### config.mk
export PLATFORM = sky130hd
export DESIGN_NAME = bwp_regs
export DESIGN_NICKNAME = d
export VERILOG_FILES = /design/src/pkg/bwp_pkg.sv /design/src/pkg/bwp_wdog_if.sv /design/src/hw/bwp_watchdog.sv /design/src/hw/bwp_regs.sv
export SDC_FILE = /design/constraint.sdc
export NUM_CORES = 1
export LEC_CHECK = 0
export ABC_CLOCK_PERIOD_IN_PS = 1900
export BUFFER_PORTS_ARGS = -buffer_cell sky130_fd_sc_hd__buf_2
export CELL_PAD_IN_SITES_DETAIL_PLACEMENT = 1
export CELL_PAD_IN_SITES_GLOBAL_PLACEMENT = 2
export CORE_ASPECT_RATIO = 0.9
export CORE_UTILIZATION = 30
export CTS_CLUSTER_SIZE = 12
export DETAILED_ROUTE_END_ITERATION = 16
export PLACE_DENSITY = 0.7
export SETUP_SLACK_MARGIN = 0.15
export SLEW_MARGIN = 10
export SYNTH_ARGS = -nofsm -noshare
export SYNTH_HDL_FRONTEND = slang
export SYNTH_SLANG_ARGS = --single-unit
### constraint.sdc
create_clock -name SYS_CLK -period 1.9 [get_ports SYS_CLK]
set_input_delay 0.19 -clock SYS_CLK [delete_from_list [all_inputs] [get_ports SYS_CLK]]
set_output_delay 0.19 -clock SYS_CLK [all_outputs]
set_load 0.02 [all_outputs]
### src/pkg/bwp_pkg.sv
package bwp_pkg;
  // Host I/O decode, 10-bit port space
  localparam int IO_ADDR_W = 10;
  localparam logic [9:0] ID_ADDR = 10'h0E1;
  localparam logic [9:0] ID_ADDR_RELOC = 10'h1E1;
  localparam logic [9:0] MAP_ADDR = 10'h0E3;
  localparam logic [9:0] MAP_ADDR_RELOC = 10'h1E3;

  // Hold-off key
  localparam logic [7:0] HOLDOFF_KEY = 8'h5A;

  // Identification register fields
  localparam int PRODUCT_LSB = 3;
  localparam int THROTTLE_BIT = 2;
  localparam int REVISION_LSB = 0;

  // Map and paging control fields
  localparam int FLASH_EN_BIT = 7;
  localparam int WIN_SEL_LSB = 5;
  localparam int SYS_JUMPER_BIT = 4;
  localparam int VID_JUMPER_BIT = 3;
  localparam int PAGE_LSB = 0;
  localparam logic [7:0] MAP_WRITE_MASK = 8'hE7;
  localparam logic [7:0] MAP_RESET = 8'h00;

  // Window select encodings, bits 6:5
  localparam logic [1:0] WIN_NONE = 2'h0;
  localparam logic [1:0] WIN_SRAM_E000 = 2'h1;
  localparam logic [1:0] WIN_DISK_E000 = 2'h2;
  localparam logic [1:0] WIN_DISK_D800 = 2'h3;

  // Answer to an unmapped read
  localparam logic [7:0] UNMAPPED_DATA = 8'h00;
  localparam logic [7:0] RDATA_RESET = 8'h00;

  // Watchdog timing
  localparam int CLK_HZ = 50_000_000;
  localparam int WDOG_TIMEOUT_MS = 1000;
  localparam int WDOG_CYCLES = (WDOG_TIMEOUT_MS * (CLK_HZ / 1000));

  // Pin synchroniser depth
  localparam int SYNC_STAGES = 3;
endpackage

### src/pkg/bwp_wdog_if.sv
`timescale 1ns/1ns
interface bwp_wdog_if;
  logic kick;
  logic reset_en;
  logic nmi_en;
  logic expired_rst;
  logic expired_nmi;
  logic expired;

  modport regs (output kick, output reset_en, output nmi_en,
                input expired_rst, input expired_nmi, input expired);
  modport wdog (input kick, input reset_en, input nmi_en,
                output expired_rst, output expired_nmi, output expired);
endinterface

### src/hw/bwp_watchdog.sv
`timescale 1ns/1ns
module bwp_watchdog #(
  parameter int TIMEOUT_CYCLES = bwp_pkg::WDOG_CYCLES
) (
  input wire logic clk,     // System clock
  input wire logic rst,     // Synchronous reset, high
  bwp_wdog_if.wdog wd       // Kick, enables, expiry
);
  localparam int CW = $clog2(TIMEOUT_CYCLES + 1);

  initial begin
    if (TIMEOUT_CYCLES < 2) begin
      $error("bwp_watchdog: TIMEOUT_CYCLES must be at least 2");
    end
  end

  logic [CW-1:0] count;
  logic [CW-1:0] next_count;
  logic exp_rst;
  logic next_exp_rst;
  logic exp_nmi;
  logic next_exp_nmi;
  logic exp_sticky;
  logic next_exp_sticky;
  logic armed;

  assign armed = wd.reset_en | wd.nmi_en;

  always_comb begin
    next_count = count;
    next_exp_rst = 1'b0;
    next_exp_nmi = 1'b0;
    next_exp_sticky = exp_sticky;
    if (!armed || wd.kick) begin
      // A kick restarts the full period
      next_count = '0;
    end else if (count == CW'(TIMEOUT_CYCLES - 1)) begin
      next_count = '0;
      next_exp_rst = wd.reset_en;
      next_exp_nmi = wd.nmi_en;
      next_exp_sticky = 1'b1;
    end else begin
      next_count = count + CW'(1);
    end
  end

  always_ff @(posedge clk) begin
    if (rst) begin
      count <= '0;
      exp_rst <= 1'b0;
      exp_nmi <= 1'b0;
      exp_sticky <= 1'b0;
    end else begin
      count <= next_count;
      exp_rst <= next_exp_rst;
      exp_nmi <= next_exp_nmi;
      exp_sticky <= next_exp_sticky;
    end
  end

  assign wd.expired_rst = exp_rst;
  assign wd.expired_nmi = exp_nmi;
  assign wd.expired = exp_sticky;
endmodule

### src/hw/bwp_regs.sv
`timescale 1ns/1ns
// Summary of operation
// - The identification register is read at port 0xE1, or 0x1E1 when relocated.
// - Bits 7:3 of the identification register return a fixed, unwritable product code.
// - Bit 2 reports the throttling default caught at reset, one meaning 37.5 percent.
// - Bits 1:0 return the two-bit circuit revision code.
// - A write to the identification port goes to the watchdog hold-off port instead.
// - Writing 0x5A to the hold-off port restarts the watchdog period from zero.
// - On expiry the watchdog resets the processor and/or raises an NMI per its enables.
// - The map and paging register is read and written at port 0xE3, or 0x1E3 relocated.
// - Bit 7 opens the 64K flash window at E0000h; clear closes it.
// - While the flash window is open the page field picks the flash block shown.
// - Bits 6:5 pick none, SRAM at E000h, disk module at E000h, or disk module at D800h.
// - Bit 4 is read-only and shows the system firmware jumper.
// - The system firmware bit reads one with the jumper in, zero with it out.
// - Bit 3 is read-only and shows the video firmware jumper, one meaning jumper in.
// - Bits 2:0 pick one of eight consecutive 64K blocks of flash or SRAM.
module bwp_regs #(
  parameter logic [4:0] PRODUCT_CODE = 5'h1A,   // Arbitrary value
  parameter logic [1:0] CIRCUIT_REV = 2'h1,     // Arbitrary value
  parameter int WDOG_TIMEOUT_CYCLES = bwp_pkg::WDOG_CYCLES
) (
  input wire logic SYS_CLK,                 // System clock, 50 MHz
  input wire logic RST,                     // Synchronous reset, high
  input wire logic [9:0] IO_ADDR,           // Host I/O port address
  input wire logic IO_RD,                   // Read strobe, one cycle
  input wire logic IO_WR,                   // Write strobe, one cycle
  input wire logic [7:0] IO_WDATA,          // Write data
  input wire logic RELOCATE,                // Setup option: use 0x1Ex ports
  input wire logic SYS_FW_JUMPER,           // Pin: system firmware jumper in
  input wire logic VID_FW_JUMPER,           // Pin: video firmware jumper in
  input wire logic THROTTLE_STRAP,          // Pin: throttling default strap
  input wire logic WDOG_RESET_EN,           // Watchdog reset enable
  input wire logic WDOG_NMI_EN,             // Watchdog NMI enable
  output logic [7:0] IO_RDATA,              // Read data, held until next read
  output logic IO_RVALID,                   // Read data valid, one cycle
  output logic FLASH_WIN_EN,                // Flash window E0000h open
  output logic SRAM_WIN_EN,                 // SRAM window E000h open
  output logic DISK_WIN_HIGH_EN,            // Disk module window at E000h
  output logic DISK_WIN_LOW_EN,             // Disk module window at D800h
  output logic [2:0] PAGE_SELECT,           // 64K block mapped into window
  output logic CPU_RESET,                   // Watchdog reset, one cycle
  output logic NMI,                         // Watchdog NMI, one cycle
  output logic WDOG_EXPIRED                 // Watchdog has expired, sticky
);
  localparam int NPINS = 3;

  initial begin
    if (WDOG_TIMEOUT_CYCLES < 2) begin
      $error("bwp_regs: WDOG_TIMEOUT_CYCLES must be at least 2");
    end
  end

  bwp_wdog_if wd_if ();

  // Pin synchronisers: jumpers and throttle strap
  logic [NPINS-1:0] pin_raw;
  logic [NPINS-1:0] pin_s1;
  logic [NPINS-1:0] pin_s2;
  logic [NPINS-1:0] pin_s3;
  logic [NPINS-1:0] pin_stable;
  logic [NPINS-1:0] next_pin_stable;

  assign pin_raw = {THROTTLE_STRAP, VID_FW_JUMPER, SYS_FW_JUMPER};

  genvar gi;
  generate
    for (gi = 0; gi < NPINS; gi++) begin : g_sync
      // Change accepted only when stages two and three agree
      always_comb begin
        next_pin_stable[gi] = pin_stable[gi];
        if (pin_s2[gi] == pin_s3[gi]) begin
          next_pin_stable[gi] = pin_s3[gi];
        end
      end

      always_ff @(posedge SYS_CLK) begin
        if (RST) begin
          pin_s1[gi] <= 1'b0;
          pin_s2[gi] <= 1'b0;
          pin_s3[gi] <= 1'b0;
          pin_stable[gi] <= 1'b0;
        end else begin
          pin_s1[gi] <= pin_raw[gi];
          pin_s2[gi] <= pin_s1[gi];
          pin_s3[gi] <= pin_s2[gi];
          pin_stable[gi] <= next_pin_stable[gi];
        end
      end
    end
  endgenerate

  // Throttle default caught once after reset, once the pipe has settled
  // Agreed value exists only from the fourth edge after release
  logic throttle_dflt;
  logic next_throttle_dflt;
  logic [2:0] settle;
  logic [2:0] next_settle;

  always_comb begin
    next_throttle_dflt = throttle_dflt;
    next_settle = settle;
    if (settle != 3'h5) begin
      next_settle = settle + 3'h1;
      if (settle == 3'h4) begin
        next_throttle_dflt = pin_stable[2];
      end
    end
  end

  always_ff @(posedge SYS_CLK) begin
    if (RST) begin
      throttle_dflt <= 1'b0;
      settle <= 3'h0;
    end else begin
      throttle_dflt <= next_throttle_dflt;
      settle <= next_settle;
    end
  end

  // Address decode
  logic hit_id;
  logic hit_map;

  always_comb begin
    hit_id = (IO_ADDR == (RELOCATE ? bwp_pkg::ID_ADDR_RELOC : bwp_pkg::ID_ADDR));
    hit_map = (IO_ADDR == (RELOCATE ? bwp_pkg::MAP_ADDR_RELOC : bwp_pkg::MAP_ADDR));
  end

  // Readable images
  logic [7:0] id_image;
  logic [7:0] map_image;
  logic [7:0] map_ctrl;

  always_comb begin
    id_image = '0;
    id_image[bwp_pkg::PRODUCT_LSB +: 5] = PRODUCT_CODE;
    id_image[bwp_pkg::THROTTLE_BIT] = throttle_dflt;
    id_image[bwp_pkg::REVISION_LSB +: 2] = CIRCUIT_REV;
    map_image = map_ctrl & bwp_pkg::MAP_WRITE_MASK;
    map_image[bwp_pkg::SYS_JUMPER_BIT] = pin_stable[0];
    map_image[bwp_pkg::VID_JUMPER_BIT] = pin_stable[1];
  end

  // Map register, window decode and read port
  logic [7:0] next_map_ctrl;
  logic [7:0] next_rdata;
  logic next_rvalid;
  logic next_flash;
  logic next_sram;
  logic next_disk_hi;
  logic next_disk_lo;
  logic [2:0] next_page;
  logic next_kick;
  logic kick;
  logic [1:0] win_sel;

  always_comb begin
    next_map_ctrl = map_ctrl;
    next_rdata = IO_RDATA;
    next_rvalid = 1'b0;
    next_kick = 1'b0;
    if (IO_WR && hit_map) begin
      // Jumper bits are not storable
      next_map_ctrl = IO_WDATA & bwp_pkg::MAP_WRITE_MASK;
    end
    if (IO_WR && hit_id && IO_WDATA == bwp_pkg::HOLDOFF_KEY) begin
      next_kick = 1'b1;
    end
    if (IO_RD) begin
      next_rvalid = 1'b1;
      if (hit_id) begin
        next_rdata = id_image;
      end else if (hit_map) begin
        next_rdata = map_image;
      end else begin
        next_rdata = bwp_pkg::UNMAPPED_DATA;
      end
    end
    win_sel = next_map_ctrl[bwp_pkg::WIN_SEL_LSB +: 2];
    next_flash = next_map_ctrl[bwp_pkg::FLASH_EN_BIT];
    next_sram = (win_sel == bwp_pkg::WIN_SRAM_E000);
    next_disk_hi = (win_sel == bwp_pkg::WIN_DISK_E000);
    next_disk_lo = (win_sel == bwp_pkg::WIN_DISK_D800);
    next_page = next_map_ctrl[bwp_pkg::PAGE_LSB +: 3];
  end

  always_ff @(posedge SYS_CLK) begin
    if (RST) begin
      map_ctrl <= bwp_pkg::MAP_RESET;
      IO_RDATA <= bwp_pkg::RDATA_RESET;
      IO_RVALID <= 1'b0;
      FLASH_WIN_EN <= 1'b0;
      SRAM_WIN_EN <= 1'b0;
      DISK_WIN_HIGH_EN <= 1'b0;
      DISK_WIN_LOW_EN <= 1'b0;
      PAGE_SELECT <= 3'h0;
      kick <= 1'b0;
    end else begin
      map_ctrl <= next_map_ctrl;
      IO_RDATA <= next_rdata;
      IO_RVALID <= next_rvalid;
      FLASH_WIN_EN <= next_flash;
      SRAM_WIN_EN <= next_sram;
      DISK_WIN_HIGH_EN <= next_disk_hi;
      DISK_WIN_LOW_EN <= next_disk_lo;
      PAGE_SELECT <= next_page;
      kick <= next_kick;
    end
  end

  // Watchdog: enables come from the special control register outside
  assign wd_if.kick = kick;
  assign wd_if.reset_en = WDOG_RESET_EN;
  assign wd_if.nmi_en = WDOG_NMI_EN;

  bwp_watchdog #(
    .TIMEOUT_CYCLES(WDOG_TIMEOUT_CYCLES)
  ) u_wdog (
    .clk(SYS_CLK),
    .rst(RST),
    .wd(wd_if.wdog)
  );

  // Expiry outputs are flops inside the watchdog
  assign CPU_RESET = wd_if.expired_rst;
  assign NMI = wd_if.expired_nmi;
  assign WDOG_EXPIRED = wd_if.expired;
endmodule

# After elaboration in Yosys (flattened, before gate mapping)
# Index checks and enable logic that the tools add are counted.
# word_totals
reg_bits,68
latch_bits,0
mem_bits_rw,0
rom_bits,0
out_inout_bits,19
elab_cells,60
mem_count,0
# op_classes
add_sub_neg,2
mul,0
div,0
order_cmp,0
eq_ne,12
n_shift,0
n_mux,7
bitwise,3
n_reduce_logical,9
# op_table
op,n
$add 26x1->26 const B,1
$eq 26x26->1 const B,1
$mux 8,3
$eq 10x9->1,2
$mux 9,2
$eq 8x7->1 const B,1
$reduce_or 3->1,2
$eq 2x2->1 const B,2
$reduce_and 2->1,2
$add 3x1->3 const B,1
$eq 1x1->1,3
$eq 3x3->1 const B,1
$logic_and 1x1->1,3
$ne 3x3->1 const B,1
$eq 2x1->1 const B,1
$mux 1,2
$not 1->1,2
$logic_not 1->1,1
$logic_or 1x1->1,1
$or 1x1->1,1

# Longest topological paths before layout
# depth
ltp_word,5
ltp_mapped,6
depth_no_buf,5

# Modules after synthesis
# Synthesis repeated with hierarchy kept, for this count alone.
# hier_totals
cells_unflattened,292
area_unflattened_um2,2782.7
# by_module_without_submodules
module,n_inst,cells_each,area_each_um2,seq_area_each_um2
bwp_regs,1,147,1432.6,700.7
bwp_watchdog,1,145,1350.0,580.6

# Least setup slack after synthesis
# OpenSTA, ideal clock, no wires.
# synth_timing
path_type,reg2reg
from,reg u_wdog.count[0]
to,reg u_wdog.count[22]
t_arrival_ps,1916
slack_ps,-82
stages_incl_launch_ff,7
synth_period_minus_slack_ps,1982
path_cell_list,dfxtp_1 -> ha_1 -> inv_1 -> or4_4 -> buf_6 -> or4_4 -> a21oi_2
# synth_via
elab_chain_cells,2
# synth_rtl
element,line_no,source
from (decl),bwp_watchdog.sv:17,logic [CW-1:0] count;
from (signal assigned),bwp_watchdog.sv:54,count <= next_count;
"parallel branches: the longest is 2 deep, another holds $add 26x1->26",n/a,
# Several ways; the timed one is not identified.
# A chain may end at the register's enable or synchronous reset.

# Worst setup path in the final report
# layout_timing
from,reg u_wdog.count[0]
to,reg u_wdog.count[20]
# Same word-level chain as after synthesis.

==> results.ini <==
[route]
vias_per_cell=4.77
route.final.wire_length_um=6830
avgRoutedWirePerCell_um=14.0
antenna_violating_nets_post_route=0
first_pass_iters=4
drt_iter0_markers=49
detail_route.drc_violations=0
num_vias=2321

[die]
die-area_mm2=0.00924
ioPinCount=47
die_width_um=101
core.rowCount=32
floorplan.initialDensity_pct=31.0
die_h_um=91.3
core_area_mm2=0.00857

[timing]
finalHoldViolCount=0
skew_ns=0.00562
max_clock_freq_mhz=540
report.final.setup_viol=0
slew_violations=0
rsz0062_at_grt=yes
finalCritPeriodShare_pct=97.4
post-route-worst-setup-slack_ns=0.0498
maxSlewHeadroom_pct=67.9
holdWs_ns=0.0674
setup_total_negative_slack_ns=0
max_slew.worst_pin.slew_ns=0.477
timing.final.crit_period_ns=1.85

[global_routing]
globalRouteOverflowTotal=0
track_usage_pct=16.1
grt_max_degree=37
grt_first_pass_wirelength_um=11500
antenna_violations_before_repair=0
number_of_global_route_vias_before_repair=2334

[power]
highest_ir_drop_seen_on_vdd_mv=0.287
power.leakage_nw=1.38
power_density_mw_per_mm2=716
power.total_mw=2.52

[worst_hold_path]
hold_class=in -> reg
holdCritStartpoint=VID_FW_JUMPER
min_to=pin_s1[1]
holdPathStages=2

[logic_synthesis]
synth_seq_cells=64
ys_seq_area_share_pct=48.2
dominantRegCellSynth=sky130_fd_sc_hd__dfxtp_1
synth_async_sr_flop_share_pct=0
ys.warnings.count=0
synth_nets=323
synth.lib_cells_used.distinct=39
syn_avg_cell_area_um2=9.13
number_of_enable_type_register_cells_in_the_synthesized_netlist=0
syn_inst=291
post_synthesis_cell_area_mm2=0.00266

[status]
run_status=completed

[clock_tree]
cts_sinks=64
cts_inserted_buffers=9
cts-root-buf=sky130_fd_sc_hd__clkbuf_8
cts-root-to-sink-buffers=2
worstSkewPairLatency_ns=0.33
clkSlewWorstSetupHoldPaths_ns=0.07
tritoncts=yes
cts_max_level=3

[job]
drv_cap=0

[cells_and_area]
finalCoreUtilization_pct=41.0
area_growth_syn_to_layout_pct=32.3
layout.cells.most_common=sky130_fd_sc_hd__dfxtp_1
finish.cell_count_without_fillers=487
nNetsFinal=397
postLayoutCellArea_mm2=0.00351
antennaDiodeCount=0
drive_gt1_share_pct=34.2
final_cell_mix=sky130_fd_sc_hd__dfxtp_1 (54), sky130_fd_sc_hd__buf_2 (46), sky130_fd_sc_hd__nor2_1 (31)

[setup_path]
r2r_end=u_wdog.count[20]
cell_depth_of_the_worst_flop_to_flop_path=5
timing_worst_setup_path_type=reg -> reg
cp-end-kind=register
cp.arrival_ns=2.13
critPathRequiredTime_ns=2.18
reg2reg_setup_slack_ns=0.05
worstSetupStartpointType=register
timing.critical_path.fanout_max=8
rr_startpoint=u_wdog.count[0]

[placed_design]
placed_area_mm2=0.00313
dp.final_hpwl_um=4770
globalplace.congestion=0.691
io_buffers=46
place_inst=459
pre_cts_slack_ns=0.00819

Yosys cell counts (4+ instances only):
| cell type | instances | area share [%] |
|---|---|---|
| sky130_fd_sc_hd__nand3_1 | 11 | 2.1 |
| sky130_fd_sc_hd__a21oi_1 | 23 | 4.3 |
| sky130_fd_sc_hd__nand4_1 | 9 | 2.1 |
| sky130_fd_sc_hd__nor2_1 | 31 | 4.4 |
| sky130_fd_sc_hd__dfxtp_1 | 64 | 48 |
| sky130_fd_sc_hd__ha_1 | 4 | 1.9 |
| sky130_fd_sc_hd__nor4_1 | 4 | 0.94 |
| sky130_fd_sc_hd__clkbuf_1 | 6 | 0.85 |
| sky130_fd_sc_hd__o21ai_0 | 15 | 2.8 |
| sky130_fd_sc_hd__or4_1 | 6 | 1.7 |
| sky130_fd_sc_hd__o31ai_1 | 6 | 1.7 |
| sky130_fd_sc_hd__xor2_1 | 8 | 2.6 |
| sky130_fd_sc_hd__nand2_1 | 19 | 2.7 |
| sky130_fd_sc_hd__nor4b_1 | 4 | 1.3 |
| sky130_fd_sc_hd__or3_1 | 6 | 1.4 |
| sky130_fd_sc_hd__mux2i_1 | 7 | 2.6 |
| sky130_fd_sc_hd__xnor2_1 | 7 | 2.3 |
| sky130_fd_sc_hd__nor2b_1 | 11 | 2.6 |
| sky130_fd_sc_hd__nand2b_1 | 7 | 1.6 |
| sky130_fd_sc_hd__inv_1 | 9 | 1.3 |
power by group:
part / switching (mW) / total (mW) / internal [mW]
clock: 0.505 / 0.993 / 0.488
sequential: 0.0158 / 1.37 / 1.36
combinational: 0.0809 / 0.151 / 0.0696
cell families (layout without fill, tap and decap cells):
family | count (synthesis) | after routing | synth area share, %
buf+inv | 22 | 98 | 3.86
fa+ha+maj | 4 | 4 | 1.88
xor+xnor | 15 | 15 | 4.94
mux | 8 | 8 | 3.06
simple gates | 130 | 131 | 28.0
flops | 64 | 64 | 48.2
compound gates | 48 | 48 | 10.1
routing by layer:
layer	share of wire, %	track usage (%)	wire (um)
met2	45	24.3	3080
met3	2.6	3.54	175
met5	0	0	0
met4	1.7	6.64	113
met1	51	22.1	3470
registers in the layout, indices dropped and copies added (netlist names), 2 cells and up:
name / flops
IO_RDATA: 8
PAGE_SELECT: 2
map_ctrl: 3
map_image: 2
pin_s1: 3
pin_s2: 3
pin_s3: 3
settle: 3
u_wdog.count: 26
repair_timing:
action,4_1_cts,5_1_grt
gates resized for setup,11,16
setup buffers,6,7
hold buffers,0,0
setup endpoints to repair,8,29
pin swaps,10,11
gates cloned,1,0
worst max-delay path, stage by stage (launching register included):
cell,delay (ns)
sky130_fd_sc_hd__dfxtp_4,0.37
sky130_fd_sc_hd__ha_4,0.15
sky130_fd_sc_hd__inv_4,0.03
sky130_fd_sc_hd__or4_4,0.58
sky130_fd_sc_hd__or4_4,0.51
sky130_fd_sc_hd__a21oi_2,0.14
worst max path at each step:
stage | start | to | slack (ns) | depth (start not counted)
floorplan | u_wdog.count[4] | u_wdog.count[22] | 0.11 | 5
global route | u_wdog.count[0] | u_wdog.count[20] | -0.0004 | 5
detailed placement | u_wdog.count[3] | u_wdog.count[23] | 0.008 | 4
CTS | u_wdog.count[0] | u_wdog.count[20] | 0.02 | 5
finish | u_wdog.count[0] | u_wdog.count[20] | 0.05 | 5
global placement | IO_ADDR[3] | SRAM_WIN_EN | 0.07 | 5
final cells by class:
type / instances / area (um2)
fill: 1021 / 5050
multi-input combinational: 206 / 1400
sequential: 64 / 1300
timing repair buffer: 75 / 467
tap: 119 / 149
clock buffer: 10 / 138
inverter: 9 / 36.3
clock inverter: 4 / 21.3
No activity file was read; power rests on OpenSTA's default activity.
